### src/pkg/agc_pkg.sv
`default_nettype none
package agc_pkg;

    // register indices; byte address is four times the index
    localparam logic [7:0] CTRL_IDX = 8'h01;
    localparam logic [7:0] MONO_VOL_IDX = 8'h04;
    localparam logic [7:0] PAIR_ONE_VOL_IDX = 8'h05;
    localparam logic [7:0] PAIR_TWO_VOL_IDX = 8'h06;
    localparam logic [7:0] LIMIT_IDX = 8'h07;
    localparam logic [7:0] STEP_TIME_IDX = 8'h08;
    localparam logic [7:0] STATUS_IDX = 8'h09;

    // field positions
    localparam int SPK_EN_BIT = 1;
    localparam int HPR_EN_BIT = 2;
    localparam int HPL_EN_BIT = 3;
    localparam int AGC_EN_BIT = 5;
    localparam int SRC_SEL_LSB = 6;
    localparam int VOL_LSB = 0;
    localparam int TRIM_BYPASS_BIT = 6;
    localparam int SPK_BOOST_BIT = 7;
    localparam int TRIM_CODE_LSB = 5;
    localparam int SPK_LIMIT_LSB = 0;
    localparam int HP_LIMIT_LSB = 4;
    localparam int ATTACK_LSB = 0;
    localparam int RELEASE_LSB = 8;
    localparam int STAT_FIXED_LSB = 8;
    localparam int STAT_LIMIT_BIT = 16;
    localparam int STAT_STATE_LSB = 17;

    // reset values
    localparam logic [4:0] VOL_RST = 5'h0D;
    localparam logic [7:0] CTRL_RST = 8'h00;
    localparam logic [31:0] RDATA_ZERO = 32'h0000_0000;

    // gain-step timing
    localparam int unsigned CLK_PERIOD_PS = 25_000;
    localparam int unsigned ATTACK_UNIT_NS = 1_280_000;
    localparam int unsigned RELEASE_UNIT_NS = 41_000_000;
    localparam int unsigned ATTACK_UNIT_CYC_DEF = ATTACK_UNIT_NS * 1000 / CLK_PERIOD_PS;
    localparam int unsigned RELEASE_UNIT_CYC_DEF = RELEASE_UNIT_NS / (CLK_PERIOD_PS / 1000);

    // volume code to gain in half-dB, two's complement
    localparam int GAIN_W = 9;
    localparam logic [GAIN_W-1:0] VOL_GAIN_HDB [32] = '{
        9'h17C, 9'h194, 9'h1AC, 9'h1B8, 9'h1C4, 9'h1D0, 9'h1DC, 9'h1E8,
        9'h1EE, 9'h1F4, 9'h1F7, 9'h1FA, 9'h1FD, 9'h000, 9'h002, 9'h004,
        9'h006, 9'h008, 9'h00A, 9'h00C, 9'h00E, 9'h010, 9'h012, 9'h014,
        9'h016, 9'h018, 9'h01A, 9'h01C, 9'h01E, 9'h020, 9'h022, 9'h024};
    localparam logic [4:0] UNITY_CODE = 5'h0D;
    localparam logic [4:0] FIRST_FINE_CODE = 5'h0E;
    localparam logic [GAIN_W-1:0] FIRST_FINE_HDB = 9'h002;

    // limiter thresholds in millivolts peak
    localparam logic [15:0] SPK_LIMIT_MV [8] = '{
        16'h0A28, 16'h0BB8, 16'h0CE4, 16'h0E10, 16'h0F3C, 16'h1068, 16'h12C0, 16'h1450};
    localparam logic [15:0] HP_LIMIT_MV [8] = '{
        16'h028A, 16'h02EE, 16'h033E, 16'h0384, 16'h03CA, 16'h041A, 16'h04B0, 16'h0514};
    // headphone trim as linear factor, Q8; index 8 is the bypass (0 dB)
    localparam logic [8:0] TRIM_SCALE_Q8 [9] = '{
        9'h040, 9'h04C, 9'h05B, 9'h06C, 9'h080, 9'h098, 9'h0B5, 9'h0D7, 9'h100};

    // control register layout
    typedef struct packed {
        logic [1:0] src_sel;
        logic agc_en;
        logic spare;
        logic hpl_en;
        logic hpr_en;
        logic spk_en;
        logic spare0;
    } ctrl_s;

    typedef enum logic [2:0] {
        ST_HOLD = 3'b001,
        ST_ATTACK = 3'b010,
        ST_RELEASE = 3'b100
    } agc_state_e;

endpackage
`default_nettype wire

### src/hw/vol_gain_rom.sv
`timescale 1ns/1ps
`default_nettype none
module vol_gain_rom
    import agc_pkg::*;
(
    // clock and reset
    input wire logic pclk,
    input wire logic presetn,
    // lookup
    input wire logic [4:0] code,
    output logic [GAIN_W-1:0] gain_hdb_q
);

    // registered read of the audio-taper table
    always_ff @(posedge pclk or negedge presetn)
    begin
        if (!presetn)
            gain_hdb_q <= '0;
        else
            gain_hdb_q <= VOL_GAIN_HDB[code];
    end

endmodule // vol_gain_rom
`default_nettype wire

### src/hw/audio_volume_and_limiter_agc.sv
// Contract
// - five-bit volume code, -66 to +18 dB
// - coarse low steps, 1 dB steps above unity
// - gain control only limits, never boosts
// - lower gain while signal above limit
// - raise gain below limit, toward volume gain
// - speaker limit wins when both enabled
// - headphone only: louder channel drives gain
// - speaker limit code picks eight thresholds
// - speaker thresholds hold for 6 dB setting
// - headphone threshold scales with headphone trim
// - attack step is (code+1) times 1.28 ms
// - release step is (code+1) times 41 ms
// - volume codes in registers four, five, six
// - trim: bypass bit plus three-bit code
//
// Implementation choices: the register addresses and the APB slave port.
`timescale 1ns/1ps
`default_nettype none
module audio_volume_and_limiter_agc
    import agc_pkg::*;
#(
    parameter int unsigned ATTACK_UNIT_CYC = ATTACK_UNIT_CYC_DEF,
    parameter int unsigned RELEASE_UNIT_CYC = RELEASE_UNIT_CYC_DEF,
    parameter int LEVEL_W = 16
)(
    // clock and reset
    input wire logic pclk,
    input wire logic presetn,
    // apb slave
    input wire logic psel,
    input wire logic penable,
    input wire logic pwrite,
    input wire logic [7:0] paddr,
    input wire logic [31:0] pwdata,
    output logic pready,
    output logic [31:0] prdata,
    output logic pslverr,
    // measured output peaks in millivolts
    input wire logic [LEVEL_W-1:0] spk_level_mv,
    input wire logic [LEVEL_W-1:0] hpl_level_mv,
    input wire logic [LEVEL_W-1:0] hpr_level_mv,
    // applied gain
    output logic [GAIN_W-1:0] applied_gain_hdb,
    output logic [4:0] applied_step,
    output logic limiting
);

    ctrl_s ctrl_q;
    logic [7:0] mono_q;
    logic [7:0] pair_one_q;
    logic [7:0] pair_two_q;
    logic [7:0] limit_q;
    logic [12:0] step_time_q;
    logic [31:0] prdata_q;
    logic err_q;
    logic [4:0] gain_q;
    logic [4:0] gain_d;
    logic [31:0] timer_q;
    logic [31:0] timer_d;
    logic limiting_q;
    logic [4:0] fixed_code;
    agc_state_e state_q;
    agc_state_e state_d;

    // apb address decode
    wire [5:0] reg_idx = paddr[7:2];
    wire setup = psel && !penable;
    wire access = psel && penable;
    wire hit_ctrl = reg_idx == CTRL_IDX[5:0];
    wire hit_mono = reg_idx == MONO_VOL_IDX[5:0];
    wire hit_one = reg_idx == PAIR_ONE_VOL_IDX[5:0];
    wire hit_two = reg_idx == PAIR_TWO_VOL_IDX[5:0];
    wire hit_limit = reg_idx == LIMIT_IDX[5:0];
    wire hit_time = reg_idx == STEP_TIME_IDX[5:0];
    wire hit_stat = reg_idx == STATUS_IDX[5:0];
    wire mapped = hit_ctrl || hit_mono || hit_one || hit_two || hit_limit || hit_time || hit_stat;
    wire wr_en = access && pwrite && mapped;

    // configuration fields
    wire [4:0] mono_vol = mono_q[VOL_LSB +: 5];
    wire [4:0] stereo_pair_one_vol = pair_one_q[VOL_LSB +: 5];
    wire [4:0] stereo_pair_two_vol = pair_two_q[VOL_LSB +: 5];
    wire headphone_trim_bypass = pair_one_q[TRIM_BYPASS_BIT];
    wire [2:0] headphone_trim_code = pair_two_q[TRIM_CODE_LSB +: 3];
    wire [2:0] speaker_limit_code = limit_q[SPK_LIMIT_LSB +: 3];
    wire [2:0] headphone_limit_code = limit_q[HP_LIMIT_LSB +: 3];
    wire [4:0] attack_step_code = step_time_q[ATTACK_LSB +: 5];
    wire [4:0] release_step_code = step_time_q[RELEASE_LSB +: 5];

    // read mux
    wire [2:0] state_bits = state_q;
    wire [31:0] stat_word = {12'h000, state_bits, limiting_q, 3'h0, fixed_code, 3'h0, gain_q};
    wire [31:0] rd_data =
        hit_ctrl ? {24'h00_0000, ctrl_q} :
        hit_mono ? {24'h00_0000, mono_q} :
        hit_one ? {24'h00_0000, pair_one_q} :
        hit_two ? {24'h00_0000, pair_two_q} :
        hit_limit ? {24'h00_0000, limit_q} :
        hit_time ? {19'h0_0000, step_time_q} :
        hit_stat ? stat_word : RDATA_ZERO;

    // zero-wait answer; read data and error captured in the setup cycle
    assign pready = access;
    assign prdata = prdata_q;
    assign pslverr = access && err_q;

    always_ff @(posedge pclk or negedge presetn)
    begin
        if (!presetn)
        begin
            prdata_q <= RDATA_ZERO;
            err_q <= 1'b0;
        end
        else if (setup)
        begin
            prdata_q <= pwrite ? RDATA_ZERO : rd_data;
            err_q <= !mapped;
        end
    end

    // software registers; status is read-only
    always_ff @(posedge pclk or negedge presetn)
    begin
        if (!presetn)
        begin
            ctrl_q <= CTRL_RST;
            mono_q <= {3'h0, VOL_RST};
            pair_one_q <= {3'h0, VOL_RST};
            pair_two_q <= {3'h0, VOL_RST};
            limit_q <= 8'h00;
            step_time_q <= 13'h0000;
        end
        else if (wr_en)
        begin
            if (hit_ctrl)
                ctrl_q <= pwdata[7:0];
            if (hit_mono)
                mono_q <= {3'h0, pwdata[4:0]};
            if (hit_one)
                pair_one_q <= {pwdata[7:6], 1'b0, pwdata[4:0]};
            if (hit_two)
                pair_two_q <= pwdata[7:0];
            if (hit_limit)
                limit_q <= pwdata[7:0] & 8'h77;
            if (hit_time)
                step_time_q <= pwdata[12:0] & 13'h1F1F;
        end
    end

    // fixed volume gain of the selected input path
    assign fixed_code =
        (ctrl_q.src_sel == 2'd1) ? stereo_pair_one_vol :
        (ctrl_q.src_sel == 2'd2) ? stereo_pair_two_vol : mono_vol;

    // limiter thresholds; output-referred, so the 6 dB speaker setting
    // thresholds are also used under boost
    wire [15:0] spk_thr = SPK_LIMIT_MV[speaker_limit_code];
    wire [3:0] trim_idx = headphone_trim_bypass ? 4'd8 : {1'b0, headphone_trim_code};
    wire [24:0] hp_prod = HP_LIMIT_MV[headphone_limit_code] * TRIM_SCALE_Q8[trim_idx];
    wire [15:0] hp_thr = hp_prod[23:8];

    // level detect and source choice
    wire [LEVEL_W-1:0] hpl_seen = ctrl_q.hpl_en ? hpl_level_mv : '0;
    wire [LEVEL_W-1:0] hpr_seen = ctrl_q.hpr_en ? hpr_level_mv : '0;
    wire [LEVEL_W-1:0] hp_peak = (hpl_seen > hpr_seen) ? hpl_seen : hpr_seen;
    wire hp_on = ctrl_q.hpl_en || ctrl_q.hpr_en;
    wire over =
        ctrl_q.spk_en ? (spk_level_mv > LEVEL_W'(spk_thr)) :
        hp_on ? (hp_peak > LEVEL_W'(hp_thr)) : 1'b0;

    // interval length for the current direction
    wire [31:0] attack_len = 32'((32'(attack_step_code) + 32'd1) * ATTACK_UNIT_CYC);
    wire [31:0] release_len = 32'((32'(release_step_code) + 32'd1) * RELEASE_UNIT_CYC);
    wire [31:0] step_len = (state_q == ST_ATTACK) ? attack_len : release_len;
    wire above_fixed = gain_q > fixed_code;
    wire at_floor = gain_q == 5'h00;
    wire step_due = (state_q != ST_HOLD) && (timer_q == step_len - 32'd1);

    // direction decision
    always_comb
    begin
        state_d = ST_HOLD;
        if (!ctrl_q.agc_en || above_fixed)
            state_d = ST_HOLD;
        else if (over && gain_q != 5'h00)
            state_d = ST_ATTACK;
        else if (!over && gain_q < fixed_code)
            state_d = ST_RELEASE;
    end

    // gain stepping
    always_comb
    begin
        gain_d = gain_q;
        timer_d = (state_d == state_q && !step_due) ? timer_q + 32'd1 : 32'h0000_0000;
        if (!ctrl_q.agc_en || above_fixed)
            gain_d = fixed_code;
        else if (step_due)
        begin
            unique case (state_q)
                // hold at the bottom code so the step never wraps
                ST_ATTACK: gain_d = at_floor ? gain_q : gain_q - 5'd1;
                ST_RELEASE: gain_d = gain_q + 5'd1;
                ST_HOLD: gain_d = gain_q;
            endcase
        end
        if (state_d == ST_HOLD)
            timer_d = 32'h0000_0000;
    end

    always_ff @(posedge pclk or negedge presetn)
    begin
        if (!presetn)
        begin
            state_q <= ST_HOLD;
            gain_q <= VOL_RST;
            timer_q <= 32'h0000_0000;
            limiting_q <= 1'b0;
        end
        else
        begin
            state_q <= state_d;
            gain_q <= gain_d;
            timer_q <= timer_d;
            limiting_q <= over;
        end
    end

    // applied gain lookup
    vol_gain_rom u_rom (
        .pclk(pclk),
        .presetn(presetn),
        .code(gain_q),
        .gain_hdb_q(applied_gain_hdb)
    );

    assign applied_step = gain_q;
    assign limiting = limiting_q;
endmodule // audio_volume_and_limiter_agc
`default_nettype wire

### config.mk
export PLATFORM = sky130hd
export DESIGN_NAME = audio_volume_and_limiter_agc
export DESIGN_NICKNAME = d
export VERILOG_FILES = /design/src/pkg/agc_pkg.sv /design/src/hw/vol_gain_rom.sv /design/src/hw/audio_volume_and_limiter_agc.sv
export SDC_FILE = /design/constraint.sdc
export NUM_CORES = 1
export LEC_CHECK = 0
export BUFFER_PORTS_ARGS = -buffer_cell sky130_fd_sc_hd__buf_2
export CAP_MARGIN = 40
export CORE_MARGIN = 2
export CORE_UTILIZATION = 40
export CTS_CLUSTER_SIZE = 40
export DETAILED_ROUTE_END_ITERATION = 12
export GPL_ROUTABILITY_DRIVEN = 0
export PLACE_DENSITY = 0.63
export SLEW_MARGIN = 0
export SYNTH_ARGS = -nofsm -noshare
export SYNTH_HDL_FRONTEND = slang
export SYNTH_HIERARCHICAL = 1
export SYNTH_SLANG_ARGS = --single-unit
### constraint.sdc
create_clock -name pclk -period 13.8 [get_ports pclk]
set_clock_uncertainty 0.05 [all_clocks]
set_input_delay 1.38 -clock pclk [delete_from_list [all_inputs] [get_ports pclk]]
set_output_delay 1.38 -clock pclk [all_outputs]
set_load 0.005 [all_outputs]
==> metrics.md <==
| Metric | Value |
|---|---|
| Post-CTS sizing | 0 |
| IO Pins | 142 |
| Distinct cells, synth | slightly above 90 |
| Vias in the first global route | around 11000 |
| Final net count | 1829 |
| Synth Flop Type | dfrtp_1 |
| Crit path largest cell delay | 0.65 ns |
| Static Leak | 6.66 nW |
| Maxcap violations | 0 |
| Row count | 65 |
| Syn. warnings | 6 |
| DRT Pass-1 Iters | 5 |
| Worst slew pin tran | a little over 0.8 ns |
| Placement Cell Area | 13600 sq um |
| Final min period | 8.09 ns |
| Worst path bufs/invs | 4 |
| Tcrit/Tclk final | 58.6% |
| Root buf cell | clkbuf_16 |
| DR DRC count | 0 |
| Post-CTS Setup Bufs | 0 |
| Placeable Area | roughly 31000 sq um |
| Layout cell share with drive strength beyond 1 | 14.0% |
| Worst-path maximum fanout | 32 |
| Via count | between 10000 and 15000 |
| Final ANT Viol Nets | 0 |
| Synth area leader | dfrtp_1 |
| Top cell type's share of synthesized area | 19.4% |
| Max clock buf depth | 2 |
| Outcome | finished clean |
| VDD IR max | approximately 0.055 mV |
| Critical path capture point type | flip-flop |
| First DRT Iteration DRCs | 550 |
| Vert. Die Dim | 183 um |
| Setup slack after layout | 5.71 ns |
| Die area | 33400 sq um |
| Maximum clock rate | 124 MHz |
| Post-synth ARST share | 100% |
| Max_slew headroom | 44.7% |
| Class of the most critical setup path | reg2reg |
| Hold_buf cts | 0 |
| Grt ovf | 0 |
| Syn avg cell area | between 8 and 9 sq um |
| Min-Delay Path Class | reg2reg |
| Final Routed Wirelength | 32.3 mm |
| Initial Util | ~41% |
| Reg2Reg Setup Slack | 5.71 ns |
| Pre-CTS setup slack | 5.74 ns |
| Antenna violations before repair | 5 |
| Drt wl/cell | 16.7 um |
| Largest net degree at the start of global routing | 62 |
| Sequential element share of the synthesized area | 22.1% |
| Area contributors post-synth | dfrtp_1 19%, ha_1 14%, fa_1 9.4% |
| Crit path top cell by count | a21o_1 |
| Pins Over Slew Limit | 0 |
| Clk_lat worst skew | 0.38 ns |
| Mapped Area | 12800 sq um |
| I/O Buffers | approximately 110 |
| DP Wirelength | 26.3 mm |
| Setup tns final | 0 ns |
| CTS HTree Levels | 3 |
| Area growth syn-to-layout | 8.68% |
| Worst EP arrival | between 8 and 9 ns |
| Cells after Synth | 1463 |
| Required time of the critical path | 13.97 ns |
| Power density over cell area | 50.1 nW/um^2 |
| Final Core Density | approximately 44% |
| Vias per cell | 5.51 |
| Final Hold Viols | 0 |
| Final Setup Violations | 0 |
| TritonCTS clock tree | done |
| Post-synthesis register bit count | 112 |
| Die Span X | 183 um |
| Top delay family on crit path | compound AO/OA/AOI/OAI gates |
| CTS clk-pin slew, worst paths | 0.09 ns |
| Total CTS buffers | 9 |
| Unrepaired setup endpoints after global routing | false |
| Crit start category | flip-flop |
| Slowest cell on crit path | o21ai_0 |
| First-pass GRT wire length | approximately 55 mm |
| Post-synth EDFFs | 0 |
| Fin area | 13900 sq um |
| Gr usage total | around a fifth |
| # clock sinks | 112 |
## routing by layer
metal  vias up  wire length (um)  part of all wire [%]  global-route usage (%)
met4         6               500                   1.5                    4.03
met2       241             15800                    49                    35.7
li1       5236                 -                     -                       -
met5         -                44                  0.14                       0
met3        41              1380                   4.3                    3.02
met1      5149             14600                    45                    26.0
## path summary, 6_finish.rpt
kind                                to  startpoint  cells past startpoint
max                        timer_q[22]  limit_q[5]                     33
max reg2reg                timer_q[22]  limit_q[5]                     33
min                         prdata[17]  prdata[17]                      2
min reg2reg                 prdata[17]  prdata[17]                      2
min in group asynchronous   prdata[18]     presetn                      1
max in group asynchronous   timer_q[8]     presetn                      2
## through the flow
step | cells | power, W | hold WS, ns
6_report | 1937 | 0.000696 | 0.425
5_1_grt | 1936 | 0.000731 | 0.465
4_1_cts | 1935 | 0.000706 | 0.434
3_5_place_dp | 1919 | 0.000418 | 0.415
3_3_place_gp | 1916 | 0.000416 | 0.409
2_1_floorplan | 1477 | 0.000386 | 0.408
## synthesized netlist by cell type (all sizes together), types with 25 or more instances
cell type and instances:
xor2 40, nand3 26, mux2i 31, and2 37, nor3 57, nand4 25
a21oi 43, buf 34, nor2 115, fa 60, mux2 47, inv 110
nand2 148, dfrtp 99, o21ai 66, xnor2 48, ha 148, clkbuf 38
nor2b 27
## cells in the final DEF (no fill, tap or decap), types with 6 or more instances in the layout
| cell type | instances |
|---|---|
| nand2_1 | 148 |
| ha_1 | 148 |
| nor2_1 | 115 |
| inv_1 | 109 |
| buf_2 | 106 |
| dfrtp_1 | 99 |
| o21ai_0 | 61 |
| fa_1 | 60 |
| nor3_1 | 57 |
| xnor2_1 | 47 |
| mux2_2 | 47 |
| a21oi_1 | 42 |
| xor2_1 | 40 |
| and2_1 | 36 |
| mux2i_1 | 30 |
| nor2b_1 | 27 |
| nand3_1 | 26 |
| nand4_1 | 24 |
| nand2b_1 | 21 |
| a22o_1 | 21 |
| and3_1 | 18 |
| a21o_1 | 18 |
| o21a_1 | 16 |
| conb_1 | 15 |
| a211oi_1 | 14 |
| nor4_1 | 13 |
| dfstp_2 | 13 |
| or3_1 | 10 |
| clkbuf_16 | 9 |
| o211ai_1 | 8 |
| or2_2 | 6 |
| a31oi_1 | 6 |
| nand3b_1 | 6 |
## registers in the layout, indices dropped and copies added, names as in the netlist
name,flops
ctrl_q,8
u_rom/gain_hdb_q,9
limiting,1
limit_q,6
state_bits,3
pair_two_q,8
pair_one_q,7
prdata,17
step_time_q,10
timer_q,32
err_q,1
mono_q,5
applied_step,5
## cell type report
type                       count  area (sq um)
timing repair buffer         112           583
tap                          402           503
clock buffer                   9           225
sequential                   112          2820
antenna                        2          5.00
multi-input combinational   1183          9250
fill                        3129         17600
clock inverter                 7          98.8
inverter                     110           413
## worst register-to-register path: cells and delay by family (launching register included)
kind                       cells  cell delay [ns]
AOI/OAI and AO/OA             14             3.00
muxes                          1             0.17
DFF                            1             0.55
buffers and inverters          4             0.75
xor gates and xnor gates       1             0.13
adders and majority gates      6             2.44
and+or+nand+nor                7             0.83
## cells by family (layout without fill, tap and decap cells)
logic type      count (synthesis)  after routing  share of synthesized area [%]
buf+inv                       182            238                           6.06
xor+xnor                       88             88                           6.18
other cells                     1             17                         0.0293
flops                         112            112                           22.1
simple gates                  541            541                           21.3
compound gates                253            253                           13.9
fa+ha+maj                     208            208                           23.9
mux                            78             78                           6.57
## where the power goes
group	total [W]	switching (W)	leakage (nW)	internal (W)
Clock	0.000285	0.000150	0.157	0.000135
Sequential	0.000334	0.00000350	1.46	0.000331
Combinational	0.0000769	0.0000468	5.05	0.0000301
Total	0.000696	0.000201	6.66	0.000496
Power figures use the tool's default switching activity.
